## config.mk

```make
export PLATFORM = sky130hd
export DESIGN_NAME = hws_heat_ctrl
export DESIGN_NICKNAME = d
export VERILOG_FILES = /design/src/rtl/hws_pkg.sv /design/src/rtl/hws_tick_div.sv /design/src/rtl/hws_wdog_cnt.sv /design/src/rtl/hws_heat_ctrl.sv
export VERILOG_INCLUDE_DIRS = /design/src /design/src/rtl
export SDC_FILE = /design/constraint.sdc
export NUM_CORES = 1
export LEC_CHECK = 0
export ABC_AREA = 1
export BUFFER_PORTS_ARGS = -buffer_cell sky130_fd_sc_hd__buf_2
export CELL_PAD_IN_SITES_DETAIL_PLACEMENT = 1
export CELL_PAD_IN_SITES_GLOBAL_PLACEMENT = 1
export CORE_MARGIN = 2
export CORE_UTILIZATION = 37
export CTS_CLUSTER_SIZE = 20
export DETAILED_ROUTE_END_ITERATION = 7
export PLACE_DENSITY_LB_ADDON = 0.1
export SLEW_MARGIN = 20
export SYNTH_ARGS = -nofsm -noshare
export SYNTH_HDL_FRONTEND = slang
export SYNTH_SLANG_ARGS = --single-unit
```

## constraint.sdc

```tcl
create_clock -name pclk -period 1.6 [get_ports pclk]
set_input_delay 0.32 -clock pclk [delete_from_list [all_inputs] [get_ports pclk]]
set_output_delay 0.32 -clock pclk [all_outputs]
set_load 0.05 [all_outputs]
```

## src/rtl/hws_cfg.svh

```systemverilog
// Constants of the heater, watchdog and standby block.
// Assumes it is included by bare name from rtl/ sources; definitions only.
`ifndef HWS_CFG_SVH
`define HWS_CFG_SVH

// APB register byte offsets.
`define HWS_OFS_HEAT_CTRL 12'h000
`define HWS_OFS_MODE_CTRL 12'h004
`define HWS_OFS_STATUS 12'h008
`define HWS_OFS_WDOG_LEFT 12'h00C
`define HWS_ADDR_W 12

// Heater control register fields.
`define HWS_HEAT_REQ_BIT 6
`define HWS_WDOG_EN_BIT 5
`define HWS_PWR_SEL_BIT 0

// Mode control register: seven bits, standby when the upper five match.
`define HWS_MODE_W 7
`define HWS_MODE_RST 7'h00
`define HWS_STBY_HI 6
`define HWS_STBY_LO 2
`define HWS_STBY_CODE 5'h01

// Status register fields.
`define HWS_ST_HEATING 0
`define HWS_ST_TIMED 1
`define HWS_ST_EXPIRED 2
`define HWS_ST_OSC_RUN 3
`define HWS_ST_STANDBY 4

// Timing: clock period, oscillator tick and watchdog period.
`define HWS_CLK_NS 50
`define HWS_TICK_NS 1000000
`define HWS_WDOG_TYP_MS 4000
`define HWS_WDOG_MIN_MS 2000
`define HWS_WDOG_MAX_MS 7000
`define HWS_TICK_CYC (`HWS_TICK_NS / `HWS_CLK_NS)
`define HWS_NS_PER_MS 1000000
`define HWS_CNT_W 16

`endif

```

## src/rtl/hws_pkg.sv

```systemverilog
// Types shared by the heater, watchdog and standby block.
// Assumes hws_cfg.svh supplies the field widths.
`default_nettype none
`include "hws_cfg.svh"

package hws_pkg;

  // Heater state: off, heating until host clears, or heating under watchdog.
  typedef enum logic [1:0] {
    HWS_HEAT_OFF = 2'b00,
    HWS_HEAT_FREE = 2'b01,
    HWS_HEAT_TIMED = 2'b10
  } hws_heat_e;

  typedef logic [`HWS_CNT_W-1:0] hws_cnt_t;

endpackage
`default_nettype wire

```

## src/rtl/hws_tick_div.sv

```systemverilog
// Divider that stands in for the local oscillator: one-cycle tick pulses.
// Assumes a single pclk domain; run low freezes the count, as a stopped oscillator.
`timescale 1ns/100ps
`default_nettype none
`include "hws_cfg.svh"

module hws_tick_div #(
  parameter int DIV = `HWS_TICK_CYC
) (
  input wire logic pclk,
  input wire logic presetn,
  input wire logic run,
  output logic tick
);
  import hws_pkg::*;

  typedef struct packed {
    logic [31:0] cnt;
  } hws_div_s;

  hws_div_s st_q;
  hws_div_s st_d;

  // A divide by one would make the tick a constant level, not a pulse.
  generate
    if (DIV < 2)
    begin : g_chk
      $error("hws_tick_div: DIV must be at least 2");
    end
  endgenerate

  assign tick = run && (st_q.cnt == 32'(DIV - 1));

  // The count holds while stopped so a restart resumes the same phase.
  always_comb
  begin
    st_d = st_q;
    if (tick)
    begin
      st_d.cnt = 32'h00000000;
    end
    else if (run)
    begin
      st_d.cnt = st_q.cnt + 32'h00000001;
    end
  end

  always_ff @(posedge pclk or negedge presetn)
  begin
    if (!presetn)
    begin
      st_q <= '0;
    end
    else
    begin
      st_q <= st_d;
    end
  end
endmodule
`default_nettype wire

```

## src/rtl/hws_wdog_cnt.sv

```systemverilog
// Watchdog down-counter clocked by oscillator ticks.
// Assumes start is a one-cycle strobe and cancel a strobe or held level, both from logic on pclk.
`timescale 1ns/100ps
`default_nettype none
`include "hws_cfg.svh"

module hws_wdog_cnt #(
  parameter int TICKS = `HWS_WDOG_TYP_MS
) (
  input wire logic pclk,
  input wire logic presetn,
  input wire logic start,
  input wire logic cancel,
  input wire logic tick,
  output logic active,
  output logic done,
  output hws_pkg::hws_cnt_t left
);
  import hws_pkg::*;

  typedef struct packed {
    logic act;
    hws_cnt_t cnt;
  } hws_wd_s;

  hws_wd_s st_q;
  hws_wd_s st_d;

  // The period must fit the counter and be at least one tick.
  generate
    if (TICKS < 1 || TICKS >= (1 << `HWS_CNT_W))
    begin : g_chk
      $error("hws_wdog_cnt: TICKS out of range");
    end
  endgenerate

  assign active = st_q.act;
  assign left = st_q.cnt;
  // A restart in the same cycle as the last tick suppresses the expiry.
  assign done = st_q.act && tick && !start && !cancel && (st_q.cnt == hws_cnt_t'(1));

  // Start reloads the full period even when already running.
  always_comb
  begin
    st_d = st_q;
    if (start)
    begin
      st_d.act = 1'b1;
      st_d.cnt = hws_cnt_t'(TICKS);
    end
    else if (cancel || done)
    begin
      st_d.act = 1'b0;
      st_d.cnt = '0;
    end
    else if (st_q.act && tick)
    begin
      st_d.cnt = st_q.cnt - hws_cnt_t'(1);
    end
  end

  always_ff @(posedge pclk or negedge presetn)
  begin
    if (!presetn)
    begin
      st_q <= '0;
    end
    else
    begin
      st_q <= st_d;
    end
  end
endmodule
`default_nettype wire

```

## src/rtl/hws_heat_ctrl.sv

```systemverilog
// Heater, watchdog and standby control, reached by software over APB.
// Assumes an APB master on pclk; heater outputs drive an analog heater stage.
//
// How it works
// - Heat request bit 6 plus watchdog enable bit 5 start timed heating.
// - Heating period comes from oscillator ticks, typically 4 s, within 2 to 7 s.
// - On watchdog expiry heating stops by itself, no host action needed.
// - Each new heat enable with watchdog enable, outside standby, restarts a full watchdog-timed heating period.
// - Heating power selects one of two presets, 50 mW or 100 mW.
// - Mode control code 00001xx puts the block in standby, oscillator stopped.
//
// Added by the designer: the address map and the APB slave port.
`timescale 1ns/100ps
`default_nettype none
`include "hws_cfg.svh"

module hws_heat_ctrl #(
  parameter int TICK_CYC = `HWS_TICK_CYC,
  parameter int WDOG_TICKS = `HWS_WDOG_TYP_MS
) (
  input wire logic pclk,
  input wire logic presetn,
  input wire logic psel,
  input wire logic penable,
  input wire logic pwrite,
  input wire logic [`HWS_ADDR_W-1:0] paddr,
  input wire logic [31:0] pwdata,
  output logic [31:0] prdata,
  output logic pready,
  output logic pslverr,
  output logic heater_on,
  output logic heater_power_hi,
  output logic osc_running,
  output logic standby_active
);
  import hws_pkg::*;

  // Control state of this module in one record; the divider and watchdog hold their own.
  // req and wd_en mirror the heater control bits as last written, save that expiry clears req; heat is what
  // the heater really does, which standby and expiry may override.
  typedef struct packed {
    hws_heat_e heat;
    logic req;
    logic wd_en;
    logic pwr_hi;
    logic [`HWS_MODE_W-1:0] mode;
    logic expired;
    logic [31:0] rdata;
    logic err;
  } hws_state_s;

  hws_state_s st_q;
  hws_state_s st_d;

  // Links to the oscillator divider and the watchdog counter.
  logic tick;
  logic wd_active;
  logic wd_done;
  hws_cnt_t wd_left;
  logic wd_start;
  logic wd_cancel;
  logic timed_keep;
  logic in_standby;

  // APB decode and read path.
  logic acc;
  logic setup_rd;
  logic hit;
  logic hit_heat;
  logic hit_mode;
  logic hit_stat;
  logic hit_left;
  logic wr_heat;
  logic wr_mode;
  logic [31:0] rd_mux;
  logic [`HWS_STBY_HI-`HWS_STBY_LO:0] mode_hi;

  // Periods below the typical figure are only for shortened simulations.
  generate
    if (TICK_CYC < 2 || WDOG_TICKS < 1)
    begin : g_chk
      $error("hws_heat_ctrl: TICK_CYC or WDOG_TICKS too small");
    end
  endgenerate

  // A period beyond the maximum would defeat the current limit, so it is refused.
  // Shorter periods pass, since simulations shorten the period on purpose.
  // The product needs 64 bits: the default period alone is four billion ns.
  generate
    if (longint'(TICK_CYC) * longint'(WDOG_TICKS) * longint'(`HWS_CLK_NS)
      > longint'(`HWS_WDOG_MAX_MS) * longint'(`HWS_NS_PER_MS))
    begin : g_chk_max
      $error("hws_heat_ctrl: watchdog period above the maximum");
    end
  endgenerate

  // The oscillator stands in as a divider that is gated off in standby.
  hws_tick_div #(
    .DIV(TICK_CYC)
  ) u_osc (
    .pclk(pclk),
    .presetn(presetn),
    .run(!in_standby),
    .tick(tick)
  );

  // The watchdog counts only oscillator ticks, so a stopped oscillator freezes it.
  // The period is counted in ticks, so its length spreads with the oscillator.
  hws_wdog_cnt #(
    .TICKS(WDOG_TICKS)
  ) u_wdog (
    .pclk(pclk),
    .presetn(presetn),
    .start(wd_start),
    .cancel(wd_cancel),
    .tick(tick),
    .active(wd_active),
    .done(wd_done),
    .left(wd_left)
  );

  // Standby is decoded from the stored mode, ignoring the two low bits.
  assign mode_hi = st_q.mode[`HWS_STBY_HI:`HWS_STBY_LO];
  assign in_standby = (mode_hi == `HWS_STBY_CODE);

  // The slave never stalls: the read word is captured in the setup cycle.
  assign pready = 1'b1;
  // The error flag answers an unmapped word in its access phase only.
  assign pslverr = st_q.err;
  assign prdata = st_q.rdata;
  assign acc = psel && penable;
  assign setup_rd = psel && !penable && !pwrite;

  // Register map, one aligned 32-bit word each:
  //   heater control at offset 0: bit 6 heat request, bit 5 watchdog enable,
  //   bit 0 selects the high power preset.
  //   mode control at offset 4: seven bits; the upper five select standby,
  //   the two low bits are kept but never looked at.
  //   status at offset 8, read only: heating, watchdog running, expired,
  //   oscillator running and standby, from bit 0 upwards.
  //   watchdog remaining at offset 12, read only: ticks left in the period.
  // Writes to the read-only words are dropped without an error; unmapped
  // words read zero and answer with an error.
  // There are no byte strobes, so a partial write always stores the full word.
  // Address decode shared by reads and writes.
  // Misaligned offsets match no word and count as unmapped.
  assign hit_heat = (paddr == `HWS_OFS_HEAT_CTRL);
  assign hit_mode = (paddr == `HWS_OFS_MODE_CTRL);
  assign hit_stat = (paddr == `HWS_OFS_STATUS);
  assign hit_left = (paddr == `HWS_OFS_WDOG_LEFT);
  assign hit = hit_heat || hit_mode || hit_stat || hit_left;
  assign wr_heat = acc && pwrite && hit_heat;
  assign wr_mode = acc && pwrite && hit_mode;

  // Every write of request and enable together reloads the full period.
  // Standby refuses the start, so a frozen watchdog is never armed.
  assign wd_start = wr_heat && pwdata[`HWS_HEAT_REQ_BIT] && pwdata[`HWS_WDOG_EN_BIT]
    && !in_standby;

  // Timed heating lasts only while the watchdog runs or is being started now.
  // A request left set across standby would otherwise heat with no limit at all.
  assign timed_keep = wd_start || (st_q.heat == HWS_HEAT_TIMED && wd_active);

  // Any other heater write, or standby, drops a running watchdog.
  // Cancelling while idle is harmless: the counter simply stays cleared.
  assign wd_cancel = (wr_heat && !wd_start) || (st_q.heat != HWS_HEAT_TIMED) || in_standby;

  // Read multiplexer; unmapped addresses read as zero.
  // Status bits are live, so a read shows the state at its setup cycle.
  always_comb
  begin
    rd_mux = 32'h00000000;
    unique case (paddr)
      `HWS_OFS_HEAT_CTRL:
      begin
        rd_mux[`HWS_HEAT_REQ_BIT] = st_q.req;
        rd_mux[`HWS_WDOG_EN_BIT] = st_q.wd_en;
        rd_mux[`HWS_PWR_SEL_BIT] = st_q.pwr_hi;
      end
      `HWS_OFS_MODE_CTRL:
      begin
        rd_mux[`HWS_MODE_W-1:0] = st_q.mode;
      end
      `HWS_OFS_STATUS:
      begin
        rd_mux[`HWS_ST_HEATING] = (st_q.heat != HWS_HEAT_OFF);
        rd_mux[`HWS_ST_TIMED] = wd_active;
        rd_mux[`HWS_ST_EXPIRED] = st_q.expired;
        rd_mux[`HWS_ST_OSC_RUN] = !in_standby;
        rd_mux[`HWS_ST_STANDBY] = in_standby;
      end
      `HWS_OFS_WDOG_LEFT:
      begin
        rd_mux[`HWS_CNT_W-1:0] = wd_left;
      end
      default:
      begin
        rd_mux = 32'h00000000;
      end
    endcase
  end

  // Next-state logic: bus effects first, then hardware events.
  // A host write in the expiry cycle wins, so a re-enable is never lost.
  // Read data is captured in the setup cycle, so the access phase never waits
  // and prdata holds still until the next read setup.
  always_comb
  begin
    st_d = st_q;
    st_d.err = 1'b0;
    if (setup_rd)
    begin
      st_d.rdata = rd_mux;
    end
    if (psel && !penable)
    begin
      st_d.err = !hit;
    end
    if (wr_heat)
    begin
      st_d.req = pwdata[`HWS_HEAT_REQ_BIT];
      st_d.wd_en = pwdata[`HWS_WDOG_EN_BIT];
      st_d.pwr_hi = pwdata[`HWS_PWR_SEL_BIT];
      if (pwdata[`HWS_HEAT_REQ_BIT])
      begin
        st_d.expired = 1'b0;
      end
    end
    else if (st_q.heat == HWS_HEAT_TIMED && wd_done)
    begin
      st_d.req = 1'b0;
      st_d.expired = 1'b1;
    end
    if (wr_mode)
    begin
      st_d.mode = pwdata[`HWS_MODE_W-1:0];
    end

    // Heater state follows the stored request and enable.
    unique case (st_q.heat)
      HWS_HEAT_OFF, HWS_HEAT_FREE, HWS_HEAT_TIMED:
      begin
        if (!st_d.req)
        begin
          st_d.heat = HWS_HEAT_OFF;
        end
        else if (!st_d.wd_en)
        begin
          st_d.heat = HWS_HEAT_FREE;
        end
        else if (timed_keep)
        begin
          st_d.heat = HWS_HEAT_TIMED;
        end
        else
        begin
          st_d.heat = HWS_HEAT_OFF;
        end
      end
      default:
      begin
        st_d.heat = HWS_HEAT_OFF;
      end
    endcase

    // Standby never heats: a host that forgot to clear the request
    // would otherwise heat with the watchdog frozen and no limit at all.
    if (in_standby)
    begin
      st_d.heat = HWS_HEAT_OFF;
    end
  end

  // Reset leaves the heater off and the oscillator running, as after power-up.
  always_ff @(posedge pclk or negedge presetn)
  begin
    if (!presetn)
    begin
      st_q.heat <= HWS_HEAT_OFF;
      st_q.req <= 1'b0;
      st_q.wd_en <= 1'b0;
      st_q.pwr_hi <= 1'b0;
      st_q.mode <= `HWS_MODE_RST;
      st_q.expired <= 1'b0;
      st_q.rdata <= 32'h00000000;
      st_q.err <= 1'b0;
    end
    else
    begin
      st_q <= st_d;
    end
  end

  // Heater outputs come straight from state flip-flops.
  // The power level is only a select flag: the two presets themselves are set
  // by the analog heater stage, and the flag may change while heating.
  assign heater_on = (st_q.heat != HWS_HEAT_OFF);
  assign heater_power_hi = st_q.pwr_hi;
  assign osc_running = !in_standby;
  assign standby_active = in_standby;
endmodule
`default_nettype wire

```

==> report_table.html <==
<table>
<tr><th>Metric</th><th>Value</th></tr>
<tr><th colspan="2">Outcome</th></tr>
<tr><td>Result of the run</td><td>finished with violations</td></tr>
<tr><td>Violated checks</td><td>negative setup slack</td></tr>
<tr><th colspan="2">Yosys</th></tr>
<tr><td>Fraction of synthesized cell area taken by the top area cell type</td><td>40.68%</td></tr>
<tr><td>Library cell with the highest instance count after synthesis</td><td>sky130_fd_sc_hd__nand2_1</td></tr>
<tr><td>Post-Syn Area</td><td>0.004860 mm2</td></tr>
<tr><td>Synth top area cells</td><td>sky130_fd_sc_hd__dfrtp_1 (41%), sky130_fd_sc_hd__nand2_1 (13%), sky130_fd_sc_hd__nor2_1 (5.4%), sky130_fd_sc_hd__xor2_1 (5.4%), sky130_fd_sc_hd__buf_4 (5.3%)</td></tr>
<tr><td>Post-synth cell types</td><td>43</td></tr>
<tr><td>Dominant cell type by area after synthesis</td><td>sky130_fd_sc_hd__dfrtp_1</td></tr>
<tr><td>Sequential fraction of the synthesis area</td><td>40.68%</td></tr>
<tr><td>Cell count after synthesis</td><td>647</td></tr>
<tr><td>Mapped Avg Cell Area</td><td>7.511 um2</td></tr>
<tr><td>Post-synthesis async set-or-reset flop share</td><td>100.0%</td></tr>
<tr><td>Most instantiated cells after synthesis</td><td>sky130_fd_sc_hd__nand2_1 (169), sky130_fd_sc_hd__dfrtp_1 (79), sky130_fd_sc_hd__nor2_1 (70)</td></tr>
<tr><td>Predominant post-synthesis flop cell</td><td>sky130_fd_sc_hd__dfrtp_1</td></tr>
<tr><td>Number of synthesized flops with an enable pin</td><td>0</td></tr>
<tr><td>Count of synthesis-stage warnings from yosys</td><td>0</td></tr>
<tr><td>Yosys reg bits</td><td>79</td></tr>
<tr><th colspan="2">STA</th></tr>
<tr><td>Minimum clock period after layout</td><td>1.797 ns</td></tr>
<tr><td>Smallest setup slack after layout</td><td>-0.1972 ns</td></tr>
<tr><td>Total count of hold-check failures in the final report</td><td>0</td></tr>
<tr><td>Final worst path period share</td><td>112.3%</td></tr>
<tr><td>Final setup viols</td><td>42</td></tr>
<tr><td>Worst-margin pin slew</td><td>0.5040 ns</td></tr>
<tr><td>Largest clock skew in the final design</td><td>0.008596 ns</td></tr>
<tr><td>Number of max-slew violations in the final report</td><td>0</td></tr>
<tr><td>Sum of negative setup slack</td><td>-4.000 ns</td></tr>
<tr><td>Achievable Freq</td><td>556.4 MHz</td></tr>
<tr><td>Max-slew headroom</td><td>66.14%</td></tr>
<tr><td>Setup repair after global routing missed its margin</td><td>yes</td></tr>
<tr><td>Smallest hold slack</td><td>0.2024 ns</td></tr>
<tr><th colspan="2">Global routing</th></tr>
<tr><td>Pin count of the biggest net entering global routing</td><td>37</td></tr>
<tr><td>Overall track demand over capacity in global routing</td><td>23.95%</td></tr>
<tr><td>Antenna violations before repair</td><td>0</td></tr>
<tr><td>Number of global-route vias before repair</td><td>5454</td></tr>
<tr><td>Total grt overflow</td><td>0</td></tr>
<tr><td>Global-route wire length before repair</td><td>27040 um</td></tr>
<tr><th colspan="2">Critical path</th></tr>
<tr><td>Source of the worst register-to-register timing path</td><td>u_osc.st_q[19]</td></tr>
<tr><td>Arrival time worst endpoint</td><td>2.09 ns</td></tr>
<tr><td>Critical Path Source Type</td><td>flip-flop</td></tr>
<tr><td>Highest net fanout along the worst path</td><td>8</td></tr>
<tr><td>Worst Path Required</td><td>1.89 ns</td></tr>
<tr><td>Worst setup EP type</td><td>flip-flop</td></tr>
<tr><td>CP Class</td><td>reg2reg</td></tr>
<tr><td>CP Launch Point</td><td>u_osc.st_q[19]</td></tr>
<tr><th colspan="2">Routing</th></tr>
<tr><td>Post-detailed-route wirelength per cell</td><td>16.93 um</td></tr>
<tr><td>Post-detailed-route via-to-cell ratio</td><td>4.991</td></tr>
<tr><td>First-pass DRT Iterations</td><td>4</td></tr>
<tr><td>Drt first-iter violations</td><td>191</td></tr>
<tr><td>Number of nets still failing antenna checks after routing</td><td>0</td></tr>
<tr><td>Remaining DRCs</td><td>0</td></tr>
<tr><td>Vias</td><td>5146</td></tr>
<tr><td>Total wirelength of the detailed-routed design</td><td>17460 um</td></tr>
<tr><th colspan="2">Final layout</th></tr>
<tr><td>Multi-input combinational cell area</td><td>0.002953 mm2</td></tr>
<tr><td>Synthesis-to-layout area growth</td><td>54.17%</td></tr>
<tr><td>Sequential cell area</td><td>0.001981 mm2</td></tr>
<tr><td>Final standard cell utilization of the core</td><td>58.89%</td></tr>
<tr><td>Share of cells above drive strength 1</td><td>44.47%</td></tr>
<tr><td>Final Non-Filler Cells</td><td>1031</td></tr>
<tr><td>Fin area</td><td>0.007492 mm2</td></tr>
<tr><td>Number of fill cells in the layout</td><td>1577</td></tr>
<tr><td>Nets@finish</td><td>906</td></tr>
<tr><td>Inserted Diodes</td><td>0</td></tr>
<tr><th colspan="2">Placement</th></tr>
<tr><td>Routability congestion estimate from global placement</td><td>0.8730</td></tr>
<tr><td>Area post-placement</td><td>0.006215 mm2</td></tr>
<tr><td>I/O Buffers</td><td>44</td></tr>
<tr><td>Post-place setup slack</td><td>-0.2760 ns</td></tr>
<tr><td>Post-placement cell count</td><td>983</td></tr>
<tr><td>HPWL after DPL</td><td>11620 um</td></tr>
<tr><th colspan="2">Pwr</th></tr>
<tr><td>Combinational power share</td><td>22.5%</td></tr>
<tr><td>PnR Total Power</td><td>5.736 mW</td></tr>
<tr><td>LEAKAGE</td><td>3.823 nW</td></tr>
<tr><td>Power per cell area</td><td>765.6 mW/mm2</td></tr>
<tr><td>NetSw</td><td>1.741 mW</td></tr>
<tr><td>Fraction of power consumed by the clock network</td><td>39.3%</td></tr>
<tr><td>Sequential fraction of design power</td><td>38.2%</td></tr>
<tr><td>Internal power</td><td>3.996 mW</td></tr>
<tr><td>Switching part of the total</td><td>30.35%</td></tr>
<tr><td>Largest vdd supply drop</td><td>0.0006257 V</td></tr>
<tr><th colspan="2">Die</th></tr>
<tr><td>I/O pin cnt</td><td>87</td></tr>
<tr><td>Area enclosed by the die boundary</td><td>0.01407 mm2</td></tr>
<tr><td>Placeable core region</td><td>0.01272 mm2</td></tr>
<tr><td>Placement Rows</td><td>41</td></tr>
<tr><td>Die Y</td><td>118.6 um</td></tr>
<tr><td>Horiz. Die Dim</td><td>118.6 um</td></tr>
<tr><td>Effective utilization at floorplan</td><td>38.20%</td></tr>
<tr><th colspan="2">Clocking</th></tr>
<tr><td>Clock tree buffer depth</td><td>2</td></tr>
<tr><td>Reg clk slew, reported paths</td><td>0.06 ns</td></tr>
<tr><td>TritonCTS Buffers</td><td>9</td></tr>
<tr><td>TritonCTS clock tree</td><td>built</td></tr>
<tr><td>Buffer cell driving the clock tree root</td><td>sky130_fd_sc_hd__clkbuf_16</td></tr>
<tr><td>CTS HTree Levels</td><td>3</td></tr>
<tr><td>Sinks on the clock net</td><td>79</td></tr>
<tr><td>Worst skew pair latency</td><td>0.35 ns</td></tr>
<tr><th colspan="2">Hold path</th></tr>
<tr><td>Hold path start</td><td>pwdata[1]</td></tr>
<tr><td>Class of the tightest hold or removal check</td><td>in2reg</td></tr>
<tr><th colspan="2">Flow run</th></tr>
<tr><td>Max-capacitance violation count</td><td>0</td></tr>
</table>
[critical path, cell delays in order, from the launching register on]
cell and delay, ns:
sky130_fd_sc_hd__dfrtp_1 0.39, sky130_fd_sc_hd__nor2_2 0.13, sky130_fd_sc_hd__nand3_2 0.12, sky130_fd_sc_hd__nor2_2 0.16
sky130_fd_sc_hd__nand3_2 0.14, sky130_fd_sc_hd__nor3_4 0.17, sky130_fd_sc_hd__buf_12 0.17, sky130_fd_sc_hd__inv_8 0.05
sky130_fd_sc_hd__nand3_4 0.13, sky130_fd_sc_hd__buf_6 0.14, sky130_fd_sc_hd__nand2_1 0.06, sky130_fd_sc_hd__nand2_1 0.05
[cell usage in the layout (no fill, tap or decap), drive strengths merged]
cell type,count
a21oi,8
dfrtp,79
a22oi,1
a32o,1
inv,72
nor3,29
clkbuf,10
conb,17
nor2,79
ha,3
nor3b,1
o21ai,39
nand2,172
bufinv,2
nand4,16
o211ai,1
or2,2
xor2,30
mux2,4
clkinvlp,2
nor4,5
buf,223
a31oi,2
clkinv,4
nand3b,2
o22ai,2
dlygate4sd3,1
nand3,43
xnor2,5
o221ai,3
o31ai,1
[registers in the layout (all words and copies together) (netlist names)]
name	cells
u_wdog.active	1
pslverr	1
mode_hi	5
u_wdog.left	16
heater_power_hi	1
u_osc.st_q	32
st_q	7
prdata	16
[per-layer routing]
metal	track usage (%)	share of wire [%]	vias to the layer above
met5	0	0	-
met4	8.482	4.2	0
met3	3.475	2.1	48
met2	44.50	54	99
met1	27.74	40	2557
li1	-	-	2442
[power groups by stage]
stage / Sequential [mW] / Combinational (mW) / Clock, mW
6_report: 2.19 / 1.29 / 2.25
5_1_grt: 2.20 / 1.39 / 2.39
4_1_cts: 2.17 / 1.14 / 2.29
3_5_place_dp: 2.19 / 0.961 / 0
3_3_place_gp: 2.19 / 0.923 / 0
2_1_floorplan: 2.20 / 0.473 / 0
[worst paths after layout]
path                                         to  slack, ns  cells after the start
worst max-delay path            u_wdog.left[10]      -0.20                     11
worst min-delay path                   st_q[35]       0.20                      2
worst max register to register  u_wdog.left[10]      -0.20                     11
worst min register to register        prdata[5]       0.48                      2
max in group asynchronous            mode_hi[0]       0.52                      3
min in group asynchronous        u_osc.st_q[16]       0.50                      2
[kinds of logic after synthesis]
kind of cell    Yosys count  synth area share, %
simple gates            348                32.21
buf+inv                 118                12.31
flops                    79                40.68
compound gates           58                6.643
xor+xnor                 35                6.308
mux                       4               0.9268
fa+ha+maj                 3               0.7725
other cells               2               0.1545
[area by class of cell]
cell class	instances	share of cell area, %
sequential	79	26.44
multi-input combinational	466	39.41
clock inverter	6	1.136
tap	172	2.872
inverter	73	4.058
timing repair inverter	1	0.08350
timing repair buffer	224	22.95
clock buffer	10	3.056
[timing repair]
| item | 4_1_cts | 5_1_grt |
|---|---|---|
| endpoints found under the setup margin | 47 | 52 |
| setup buffers | 18 | 12 |
| gates cloned | 3 | 0 |
| pin swaps | 44 | 49 |
| hold endpoints to repair | 33 | 0 |
| hold buffers | 1 | 0 |
| resized for setup | 112 | 91 |
No activity file was read; power rests on OpenSTA's default activity.
